==> config.mk <==
export PLATFORM = sky130hd
export DESIGN_NAME = apms_ctrl
export DESIGN_NICKNAME = d
export VERILOG_FILES = /design/src/design/apms_pkg.sv /design/src/design/apms_ctrl.sv
export SDC_FILE = /design/constraint.sdc
export NUM_CORES = 1
export LEC_CHECK = 0
export BUFFER_PORTS_ARGS = -buffer_cell sky130_fd_sc_hd__buf_2
export CAP_MARGIN = 25
export CORE_MARGIN = 1.5
export CORE_UTILIZATION = 34
export CTS_BUF_LIST = sky130_fd_sc_hd__clkbuf_16
export DETAILED_ROUTE_END_ITERATION = 8
export GPL_TIMING_DRIVEN = 0
export SLEW_MARGIN = 25
export SYNTH_ARGS = -nofsm -noshare
export SYNTH_HDL_FRONTEND = slang
export SYNTH_SLANG_ARGS = --single-unit
==> constraint.sdc <==
create_clock -name sys_clk_in -period 5.2 [get_ports sys_clk_in]
set_input_delay 0.52 -clock sys_clk_in [delete_from_list [all_inputs] [get_ports sys_clk_in]]
set_output_delay 0.52 -clock sys_clk_in [all_outputs]
set_load 0.01 [all_outputs]
==> src/design/apms_pkg.sv <==
// constants, register map and enumerations of the amplifier power sequencer
// assumes one 10 MHz clock and a byte-addressed plain register port
// What this block does
// - In hardware mode all strap outputs (bridge, switching frequency, gain) are set first.
// - Shutdown stays low, and in hardware mode sleep stays high, while supplies ramp.
// - The audio clocks start only after the supplies are reported stable.
// - In hardware mode shutdown is released only with supplies, clocks and straps settled.
// - In hardware mode sleep goes low only after shutdown has been released.
// - Hardware shutdown drives sleep high, then shutdown low, then stops clocks and supplies.
// - Software mode straps the two gain select outputs to binary 11 before power-up.
// - In software mode, after clocks start, a configuration write that mutes is issued.
// - In software mode shutdown is released only after the configuration write completes.
// - In software mode an unmute write follows the release of shutdown.
// - Software shutdown mutes over the control port, then drives shutdown low, then powers off.
// - Control writes other than volume are issued only while shutdown is held low.
// - Latching faults are cleared by toggling the shutdown pin.
package apms_pkg;

    localparam int unsigned ADDR_W      = 4;
    localparam int unsigned DATA_W      = 32;
    localparam int unsigned WAIT_W      = 16;

    localparam logic [3:0]  ADDR_CTRL   = 4'h0;
    localparam logic [3:0]  ADDR_CFG    = 4'h4;
    localparam logic [3:0]  ADDR_WAIT   = 4'h8;
    localparam logic [3:0]  ADDR_STAT   = 4'hc;

    localparam int unsigned CTRL_START   = 0;
    localparam int unsigned CTRL_STOP    = 1;
    localparam int unsigned CTRL_RECOVER = 2;

    localparam int unsigned CFG_SW      = 0;
    localparam int unsigned CFG_BRIDGE  = 1;
    localparam int unsigned CFG_SWITCH_SELECT_A_LO = 2;
    localparam int unsigned CFG_GAIN_LO = 4;
    localparam int unsigned CFG_ADDR    = 6;
    localparam int unsigned CFG_W       = 7;

    localparam logic [6:0]  CFG_RST     = 7'h00;
    localparam logic [15:0] WAIT_RST    = 16'h0010;
    localparam logic [1:0]  GAIN_SW     = 2'h3;

    typedef enum logic [1:0] {
        CP_NONE,
        CP_CONFIG_MUTE,
        CP_UNMUTE,
        CP_MUTE
    } apms_cp_e;

    typedef enum logic [3:0] {
        ST_IDLE,
        ST_STRAP,
        ST_SUPPLY,
        ST_CLOCK,
        ST_CONFIG,
        ST_RELEASE,
        ST_WAKE,
        ST_UNMUTE,
        ST_RUN,
        ST_QUIET,
        ST_SDOWN,
        ST_CLKOFF
    } apms_state_e;

endpackage

==> src/design/apms_ctrl.sv <==
// power-mode sequencer that drives the amplifier's pins and control-port requests
// assumes an external control-port engine that answers each request with cp_done_in
//
// Added by the designer: the address map and strobed register access.
`timescale 1ns/100ps
module apms_ctrl (
    input  wire logic                        sys_clk_in,
    input  wire logic                        rst_n_in,
    input  wire logic [apms_pkg::ADDR_W-1:0] addr_in,
    input  wire logic [apms_pkg::DATA_W-1:0] wdata_in,
    input  wire logic                        wr_in,
    input  wire logic                        rd_in,
    output logic      [apms_pkg::DATA_W-1:0] rdata_out,
    input  wire logic                        supply_stable_in,
    input  wire logic                        clock_stable_in,
    input  wire logic                        cp_done_in,
    input  wire logic                        overcurrent_fault_in,
    input  wire logic                        output_dc_fault_in,
    input  wire logic                        overtemp_fault_in,
    output logic                             supply_en_out,
    output logic                             clock_en_out,
    output logic                             speaker_shutdown_n_out,
    output logic                             speaker_sleep_addr_sel_out,
    output logic      [1:0]                  gain_select_out,
    output logic                             parallel_bridge_select_out,
    output logic      [1:0]                  switch_select_a_out,
    output logic                             cp_req_out,
    output apms_pkg::apms_cp_e               cp_cmd_out
);
    import apms_pkg::*;

    apms_state_e            state_q;
    apms_state_e            state_d;
    logic [WAIT_W-1:0]      gap_q;
    logic [WAIT_W-1:0]      wait_q;
    logic [CFG_W-1:0]       cfg_q;
    logic                   sw_mode_q;
    logic                   start_q;
    logic                   stop_q;
    logic                   recover_q;
    logic                   in_recover_q;

    wire                    gap_zero   = (gap_q == '0);
    wire                    moving     = (state_d != state_q);
    wire                    wr_ctrl    = wr_in && (addr_in == ADDR_CTRL);
    wire                    wr_cfg     = wr_in && (addr_in == ADDR_CFG);
    wire                    wr_wait    = wr_in && (addr_in == ADDR_WAIT);
    wire                    take_start = (state_q == ST_IDLE) && moving;
    wire                    take_stop  = (state_q == ST_RUN) && moving;
    wire                    enter_str  = moving && (state_d == ST_STRAP);
    wire                    clocks_ok  = supply_stable_in && clock_stable_in;

    function automatic logic sd_high(input apms_state_e s);
        return (s == ST_RELEASE) || (s == ST_WAKE) || (s == ST_UNMUTE) ||
               (s == ST_RUN) || (s == ST_QUIET);
    endfunction

    function automatic logic clk_on(input apms_state_e s);
        return !((s == ST_IDLE) || (s == ST_STRAP) || (s == ST_SUPPLY) ||
                 (s == ST_CLKOFF));
    endfunction

    function automatic apms_cp_e cp_of(input apms_state_e s, input logic sw);
        if (s == ST_CONFIG) begin
            return CP_CONFIG_MUTE;
        end else if (s == ST_UNMUTE) begin
            return CP_UNMUTE;
        end else if ((s == ST_QUIET) && sw) begin
            return CP_MUTE;
        end else begin
            return CP_NONE;
        end
    endfunction

    // sleep is low only in the settled hardware-mode states; in software
    // mode the same pin is the address strap from the config register
    wire sleep_hw = !((state_d == ST_WAKE) || (state_d == ST_RUN));
    wire sleep_d  = sw_mode_q ? cfg_q[CFG_ADDR] : sleep_hw;
    wire [1:0] gain_d = cfg_q[CFG_SW] ? GAIN_SW
                                      : cfg_q[CFG_GAIN_LO +: 2];
    wire apms_cp_e cmd_d = cp_of(state_d, sw_mode_q);

    // steps out of supply and clock wait for both their indication and the programmed gap; the other timed steps for the gap only
    always_comb begin
        state_d = state_q;
        unique case (state_q)
            ST_IDLE:    if (start_q) begin
                state_d = ST_STRAP;
            end
            ST_STRAP:   if (gap_zero) begin
                state_d = ST_SUPPLY;
            end
            ST_SUPPLY:  if (gap_zero && supply_stable_in) begin
                state_d = ST_CLOCK;
            end
            ST_CLOCK:   if (gap_zero && clocks_ok) begin
                state_d = sw_mode_q ? ST_CONFIG : ST_RELEASE;
            end
            ST_CONFIG:  if (cp_done_in) begin
                state_d = ST_RELEASE;
            end
            ST_RELEASE: if (gap_zero) begin
                state_d = sw_mode_q ? ST_UNMUTE : ST_WAKE;
            end
            ST_WAKE:    if (gap_zero) begin
                state_d = ST_RUN;
            end
            ST_UNMUTE:  if (cp_done_in) begin
                state_d = ST_RUN;
            end
            ST_RUN:     if (stop_q || recover_q) begin
                state_d = ST_QUIET;
            end
            ST_QUIET:   if (sw_mode_q ? cp_done_in : gap_zero) begin
                state_d = ST_SDOWN;
            end
            ST_SDOWN:   if (gap_zero) begin
                state_d = in_recover_q ? ST_RELEASE : ST_CLKOFF;
            end
            ST_CLKOFF:  if (gap_zero) begin
                state_d = ST_IDLE;
            end
            default:    state_d = ST_IDLE;
        endcase
    end

    always_ff @(posedge sys_clk_in or negedge rst_n_in) begin
        if (!rst_n_in) begin
            state_q <= ST_IDLE;
            gap_q   <= '0;
        end else begin
            state_q <= state_d;
            gap_q   <= moving ? wait_q : (gap_zero ? gap_q : gap_q - 1'b1);
        end
    end

    // a command arriving in the cycle it is taken is kept (set wins)
    always_ff @(posedge sys_clk_in or negedge rst_n_in) begin
        if (!rst_n_in) begin
            start_q   <= 1'b0;
            stop_q    <= 1'b0;
            recover_q <= 1'b0;
        end else begin
            start_q   <= (start_q && !take_start) || (wr_ctrl && wdata_in[CTRL_START]);
            stop_q    <= (stop_q && !take_stop) || (wr_ctrl && wdata_in[CTRL_STOP]);
            recover_q <= (recover_q && !take_stop) || (wr_ctrl && wdata_in[CTRL_RECOVER]);
        end
    end

    always_ff @(posedge sys_clk_in or negedge rst_n_in) begin
        if (!rst_n_in) begin
            in_recover_q <= 1'b0;
        end else if (take_stop) begin
            in_recover_q <= recover_q && !stop_q;
        end else if (state_q == ST_RUN) begin
            in_recover_q <= 1'b0;
        end
    end

    always_ff @(posedge sys_clk_in or negedge rst_n_in) begin
        if (!rst_n_in) begin
            cfg_q  <= CFG_RST;
            wait_q <= WAIT_RST;
        end else begin
            if (wr_cfg) begin
                cfg_q <= wdata_in[CFG_W-1:0];
            end
            if (wr_wait) begin
                wait_q <= wdata_in[WAIT_W-1:0];
            end
        end
    end

    // straps and mode are frozen at the start of a power-up
    always_ff @(posedge sys_clk_in or negedge rst_n_in) begin
        if (!rst_n_in) begin
            sw_mode_q                  <= 1'b0;
            gain_select_out            <= 2'h0;
            parallel_bridge_select_out <= 1'b0;
            switch_select_a_out        <= 2'h0;
        end else if (enter_str) begin
            sw_mode_q                  <= cfg_q[CFG_SW];
            gain_select_out            <= gain_d;
            parallel_bridge_select_out <= cfg_q[CFG_BRIDGE];
            switch_select_a_out        <= cfg_q[CFG_SWITCH_SELECT_A_LO +: 2];
        end
    end

    always_ff @(posedge sys_clk_in or negedge rst_n_in) begin
        if (!rst_n_in) begin
            supply_en_out              <= 1'b0;
            clock_en_out               <= 1'b0;
            speaker_shutdown_n_out     <= 1'b0;
            speaker_sleep_addr_sel_out <= 1'b1;
            cp_req_out                 <= 1'b0;
            cp_cmd_out                 <= CP_NONE;
        end else begin
            supply_en_out              <= (state_d != ST_IDLE) && (state_d != ST_STRAP);
            clock_en_out               <= clk_on(state_d);
            speaker_shutdown_n_out     <= sd_high(state_d);
            speaker_sleep_addr_sel_out <= sleep_d;
            cp_req_out                 <= moving && (cmd_d != CP_NONE);
            cp_cmd_out                 <= cmd_d;
        end
    end

    wire [DATA_W-1:0] stat_word = {{(DATA_W-12){1'b0}}, overtemp_fault_in,
                                   output_dc_fault_in, overcurrent_fault_in,
                                   clock_stable_in, supply_stable_in, sw_mode_q,
                                   in_recover_q, start_q, state_q};
    wire [DATA_W-1:0] rd_mux =
        (addr_in == ADDR_CTRL) ? {{(DATA_W-3){1'b0}}, recover_q, stop_q, start_q} :
        (addr_in == ADDR_CFG)  ? {{(DATA_W-CFG_W){1'b0}}, cfg_q} :
        (addr_in == ADDR_WAIT) ? {{(DATA_W-WAIT_W){1'b0}}, wait_q} :
        (addr_in == ADDR_STAT) ? stat_word : '0;

    always_ff @(posedge sys_clk_in or negedge rst_n_in) begin
        if (!rst_n_in) begin
            rdata_out <= '0;
        end else begin
            rdata_out <= rd_in ? rd_mux : '0;
        end
    end
endmodule

# Yosys cells after proc, flatten, opt, wreduce, memory -nomap -nowiden
# Index checks and enable logic that the tools add are counted.
# word_totals
register_bits	76
output_inout_bits	44
# classes
n_addsub	1
n_eq_ne	26
n_mux	31
n_reduce_logical	43
# op_table
op	count
2-to-1 mux 16 bit	6
2-to-1 mux 4 bit	13
case mux 4 bit (12 select lines)	1
== test 4 x 3 -> 1 bit (second input constant)	9
== test 4 bit (second input constant)	9
logical AND 1 bit	19
zero test 16 bit	1
subtractor 16 x 1 -> 16 bit (second input constant)	1
== test 4 x 2 -> 1 bit (second input constant)	3
zero test 4 bit	3
logical OR 1 bit	12
2-to-1 mux 12 bit	1
== test 4 x 1 -> 1 bit (second input constant)	2
2-to-1 mux 2 bit	4
2-to-1 mux 1 bit	6
zero test 1 bit	5
inequality test 4 x 1 -> 1 bit (second input constant)	1
inequality test 4 bit	1
nonzero test 2 bit	2
nonzero test 4 bit	1
inequality test 2 x 1 -> 1 bit (second input constant)	1

# Longest topological paths before layout
# depth
ltp_word	11
ltp_mapped	12
mapped_depth_nobuf	10

# Least setup slack after synthesis
# Ideal clock, no wire load.
# synth_timing
path_kind	reg2reg
start	register gap_q[0]
end	register gap_q[11]
t_arrival_ns	3.013
required_time_ns	5.073
slack_ns	2.059
stages_incl_launch_ff	12
synth_period_minus_slack_ns	3.141
path_cell_list	dfrtp_1 > inv_1 > ha_1 > or3b_2 > buf_2 > nor4_4 > nor4b_1 > a211oi_2 > nor2_1 > a2111oi_4 > buf_6 > mux2_1
# synth_via
elab_chain_cells	6
elab_cells_between_ends	18
cone_classes	1 x add/sub; 2 x eq/ne; 12 x mux; 3 x reduce/logical
# synth_rtl
item	line	rtl
from (decl)	apms_ctrl.sv:34	logic [WAIT_W-1:0] gap_q;
from (signal assigned)	apms_ctrl.sv:133	gap_q <= moving ? wait_q : (gap_zero ? gap_q : gap_q - 1'b1);
zero test 16 bit	apms_ctrl.sv:43	wire gap_zero = (gap_q == '0);
2-to-1 mux 1 bit, or another cell as far along	apms_ctrl.sv:114	ST_QUIET: if (sw_mode_q ? cp_done_in : gap_zero) begin
2-to-1 mux 4 bit, on equally long branches	apms_ctrl.sv:114, apms_ctrl.sv:93, apms_ctrl.sv:96	
case mux 4 bit (12 select lines)	apms_ctrl.sv:86	unique case (state_q)
inequality test 4 bit	apms_ctrl.sv:44	wire moving = (state_d != state_q);
inequality test 2 x 1 -> 1 bit (no line) or 2-to-1 mux 16 bit (tied branches)	-	
# Several ways; a longest one is shown, not always the timed one. The select of a mux whose other input is x is not followed.
# A chain may end at the register's enable or synchronous reset.

# Worst setup path after layout
# Same ends and word-level chain as after synthesis.

==> impl_metrics.tcl <==
set metrics [dict create \
    synth_flop_cell "sky130_fd_sc_hd__dfrtp_1" \
    antenna_violating_nets_post_route 0 \
    timing.critical_path.slowest_cell_delay_ns 0.59 \
    hp-class "in2async" \
    number_of_synthesized_register_bits 76 \
    postSynthCellCount 352 \
    synth_area_per_cell_um2 11.0 \
    final_nets 483 \
    timing.critical_path.to_type "flop" \
    power_per_cell_area_nw_per_um2 457 \
    worst_ep_arrival_time_ns 3.93 \
    synth.yosys.warnings 0 \
    grt_start_max_net_pins 45 \
    routedWlPerCell_um 14.7 \
    number_of_synthesized_flops_with_an_enable_pin 0 \
    ir_drop_mv 0.183 \
    place.port_buffers 57 \
    synthDominantAreaCellType "sky130_fd_sc_hd__dfrtp_1" \
    dr.first_iter.drc_count 87 \
    route.final.wire_length_mm 8.57 \
    setup-violations-final 0 \
    postCtsHoldBufs 0 \
    core_um2 11000 \
    finalWeightedCongestion 0.919 \
    clkSinkCount 76 \
    clkSlewWorstSetupHoldPaths_ns 0.06 \
    area_growth_pct 22.3 \
    cts_max_path_buffers 2 \
    insertion_delay_ns 0.33 \
    post-cts-setup-buffers 0 \
    rsz0062_at_grt "no" \
    vias 2814 \
    synth_seq_area_share 0.492 \
    cts-buffers-inserted 9 \
    clockRootBuffer "sky130_fd_sc_hd__clkbuf_16" \
    die-width_um 110 \
    num_antenna_cells 0 \
    h-tree-depth 3 \
    cp_cell_sequence "inv_1, ha_1, or3b_2, buf_2, nor4_4, nor4b_1, a211oi_2, nor2_1, a2111oi_4, buf_6, mux2_1" \
    netlist-cell-type-count 48 \
    post_synth_instance_area_um2 3870 \
    final_util 0.431 \
    drive_above_1_share 0.315 \
    die_height_um 110 \
    area_of_the_die_um2 12000 \
    post-dp-hpwl_mm 6.22 \
    antenna_found_initial 0 \
    post_place_setup_slack_ns 1.45 \
    setup-tns-final_ns 0 \
    layout.filler_cells 1037 \
    post-route-min-period_ns 3.72 \
    critical_path.n_buffers_inverters 3 \
    grtUsageTotal 0.157 \
    timing.final.hold_violations 0 \
    drc_violation_count_after_routing 0 \
    tritoncts_clock_tree "done" \
    critPathRequiredTime_ns 5.41 \
    timing_max_transition_violations_final 0 \
    std_cell_rows 38 \
    cap_viol_max_count 0 \
    grt_pass1_vias 2846 \
    post_synth_main_area_contributors "sky130_fd_sc_hd__dfrtp_1 48%, sky130_fd_sc_hd__mux2_2 12%, sky130_fd_sc_hd__nor2_1 3.8%" \
    crit_path_top_delay_cell "sky130_fd_sc_hd__nor4_4" \
    wire_length_of_the_first_global_routing_pass_mm 14.4 \
    skew_ns 0.00810 \
    route.detailed.vias_per_inst 4.84 \
    criticalPathCategory "reg2reg" \
    cpLargestDelayFamily "simple AND/OR/NAND/NOR gates" \
    fmax_mhz 269 \
    post_cts_resized 0 \
    power_leakage_uw 0.00227 \
    start_util 0.352 \
    tightest_slew_ns 0.717 \
    setup.worst_path.start_class "flop" \
    fraction_of_registers_with_async_set_or_reset_after_synthesis 1.00 \
    top_level_ports 90 \
    setup_ws_ns 1.48 \
    overflow 0 \
    worst-path-max-fanout 10 \
    top_cell_type_s_share_of_synthesized_area 0.479 \
    max-slew-margin-rel 0.518 \
    total_iterations_of_the_first_detailed_routing_run 4 \
    final_period_util 0.715 \
    status "completed" \
]
[worst paths after layout]
check                           cells past startpoint          startpoint                         end  slack [ns]
worst max-delay path                               11            gap_q[0]                   gap_q[11]        1.48
worst min-delay path                                1            rst_n_in                rdata_out[3]        0.13
worst max register to register                     11            gap_q[0]                   gap_q[11]        1.48
worst min register to register                      2  gain_select_out[1]          gain_select_out[1]        0.49
max in group asynchronous                           2            rst_n_in  speaker_sleep_addr_sel_out        4.43
min in group sys_clk_in                             2        wdata_in[11]                  wait_q[11]        0.42
[layout make-up]
type | count | area [um^2] | share of cell area
flip-flops and latches | 76 | 1900 | 0.402
multi-input cells | 254 | 1810 | 0.383
repair buffers | 58 | 308 | 0.0650
clock buffers | 9 | 225 | 0.0476
plain buffers | 32 | 189 | 0.0399
well taps | 140 | 175 | 0.0370
clock inverters | 7 | 98.8 | 0.0209
inverters | 5 | 18.8 | 0.00397
[cell families after synthesis]
group,share of synthesized area
AO/OA/AOI/OAI,0.0902
XOR/XNOR,0.0317
adder cells (fa/ha/maj),0.00323
buffers and inverters,0.0537
flip-flops,0.492
multiplexers,0.173
other,0.000969
AND/OR/NAND/NOR,0.155
[cell usage after synthesis, types with 5 or more instances]
| cell | instances |
|---|---|
| sky130_fd_sc_hd__dfrtp_1 | 74 |
| sky130_fd_sc_hd__mux2_2 | 40 |
| sky130_fd_sc_hd__nor2_1 | 39 |
| sky130_fd_sc_hd__nand2_1 | 20 |
| sky130_fd_sc_hd__buf_4 | 16 |
| sky130_fd_sc_hd__clkbuf_1 | 13 |
| sky130_fd_sc_hd__mux2i_1 | 13 |
| sky130_fd_sc_hd__o21ai_0 | 13 |
| sky130_fd_sc_hd__mux2_1 | 8 |
| sky130_fd_sc_hd__nand3_1 | 8 |
| sky130_fd_sc_hd__a21oi_1 | 7 |
| sky130_fd_sc_hd__or3_1 | 7 |
| sky130_fd_sc_hd__xnor2_1 | 7 |
| sky130_fd_sc_hd__xor2_1 | 7 |
| sky130_fd_sc_hd__a22o_1 | 6 |
| sky130_fd_sc_hd__and2_1 | 5 |
| sky130_fd_sc_hd__inv_1 | 5 |
| sky130_fd_sc_hd__nand2b_1 | 5 |
| sky130_fd_sc_hd__nor2b_1 | 5 |
| sky130_fd_sc_hd__o211ai_1 | 5 |
[per-layer routing]
layer	global-route usage	vias to the layer above	wire (um)	part of all wire
met4	0.0686	0	174	0.020
met1	0.214	1329	4080	0.48
li1	-	1386	-	-
met3	0.0368	15	442	0.052
met2	0.238	84	3870	0.45
met5	0	-	0	0
[worst register-to-register path, delay by kind of cell (launching register included)]
kind | cells | cell delay [ns]
simple gates | 4 | 1.29
compound gates | 2 | 0.88
buf+inv | 3 | 0.50
mux | 1 | 0.35
fa+ha+maj | 1 | 0.18
flops | 1 | 0.40
[sequential cells by signal, indices dropped and copies added (netlist names), 2 cells and up]
signal	cells
gain_select_out	2
switch_select_a_out	2
wait_q	16
gap_q	16
cp_cmd_out	2
state_q	4
cfg_q	7
rdata_out	16
[layout by cell type (no fill, tap or decap), types with 3 or more instances in the layout]
cell type / Yosys / layout
sky130_fd_sc_hd__buf_2: 1 / 57
sky130_fd_sc_hd__o211ai_1: 5 / 5
sky130_fd_sc_hd__mux2_2: 40 / 40
sky130_fd_sc_hd__buf_4: 16 / 17
sky130_fd_sc_hd__nor3_1: 4 / 4
sky130_fd_sc_hd__nor2_1: 39 / 39
sky130_fd_sc_hd__clkinv_4: 0 / 3
sky130_fd_sc_hd__nand3b_1: 4 / 4
sky130_fd_sc_hd__inv_1: 5 / 5
sky130_fd_sc_hd__a22oi_1: 4 / 4
sky130_fd_sc_hd__dfrtp_1: 74 / 74
sky130_fd_sc_hd__nand3_1: 8 / 8
sky130_fd_sc_hd__a21oi_1: 7 / 7
sky130_fd_sc_hd__nand2_1: 20 / 20
sky130_fd_sc_hd__nor2b_1: 5 / 5
sky130_fd_sc_hd__nand2b_1: 5 / 5
sky130_fd_sc_hd__a22o_1: 6 / 6
sky130_fd_sc_hd__xor2_1: 7 / 7
sky130_fd_sc_hd__conb_1: 1 / 16
sky130_fd_sc_hd__nor4_1: 4 / 4
sky130_fd_sc_hd__or3_1: 7 / 7
sky130_fd_sc_hd__clkbuf_16: 0 / 9
sky130_fd_sc_hd__and2_1: 5 / 5
sky130_fd_sc_hd__o21ai_0: 13 / 13
sky130_fd_sc_hd__xnor2_1: 7 / 7
sky130_fd_sc_hd__mux2_1: 8 / 8
sky130_fd_sc_hd__clkbuf_1: 13 / 13
sky130_fd_sc_hd__mux2i_1: 13 / 13
[power by group]
group / internal (uW) / leakage, uW / switching, uW
logic: 316 / 0.00114 / 306
registers: 743 / 0.000969 / 124
clock network: 423 / 0.000158 / 251
total: 1480 / 0.00227 / 682
[through the flow]
stage / instance area, um^2 / instances / hold WS [ns] / power (uW)
after floorplan: 3930 / 367 / 0.224 / 1320
after global placement: 4390 / 564 / 0.476 / 1470
after detailed placement: 4410 / 565 / 0.477 / 1490
after CTS: 4730 / 581 / 0.142 / 2180
after global routing: 4730 / 581 / 0.162 / 2300
final: 4730 / 581 / 0.128 / 2160
No activity file was read; power rests on OpenSTA's default activity.
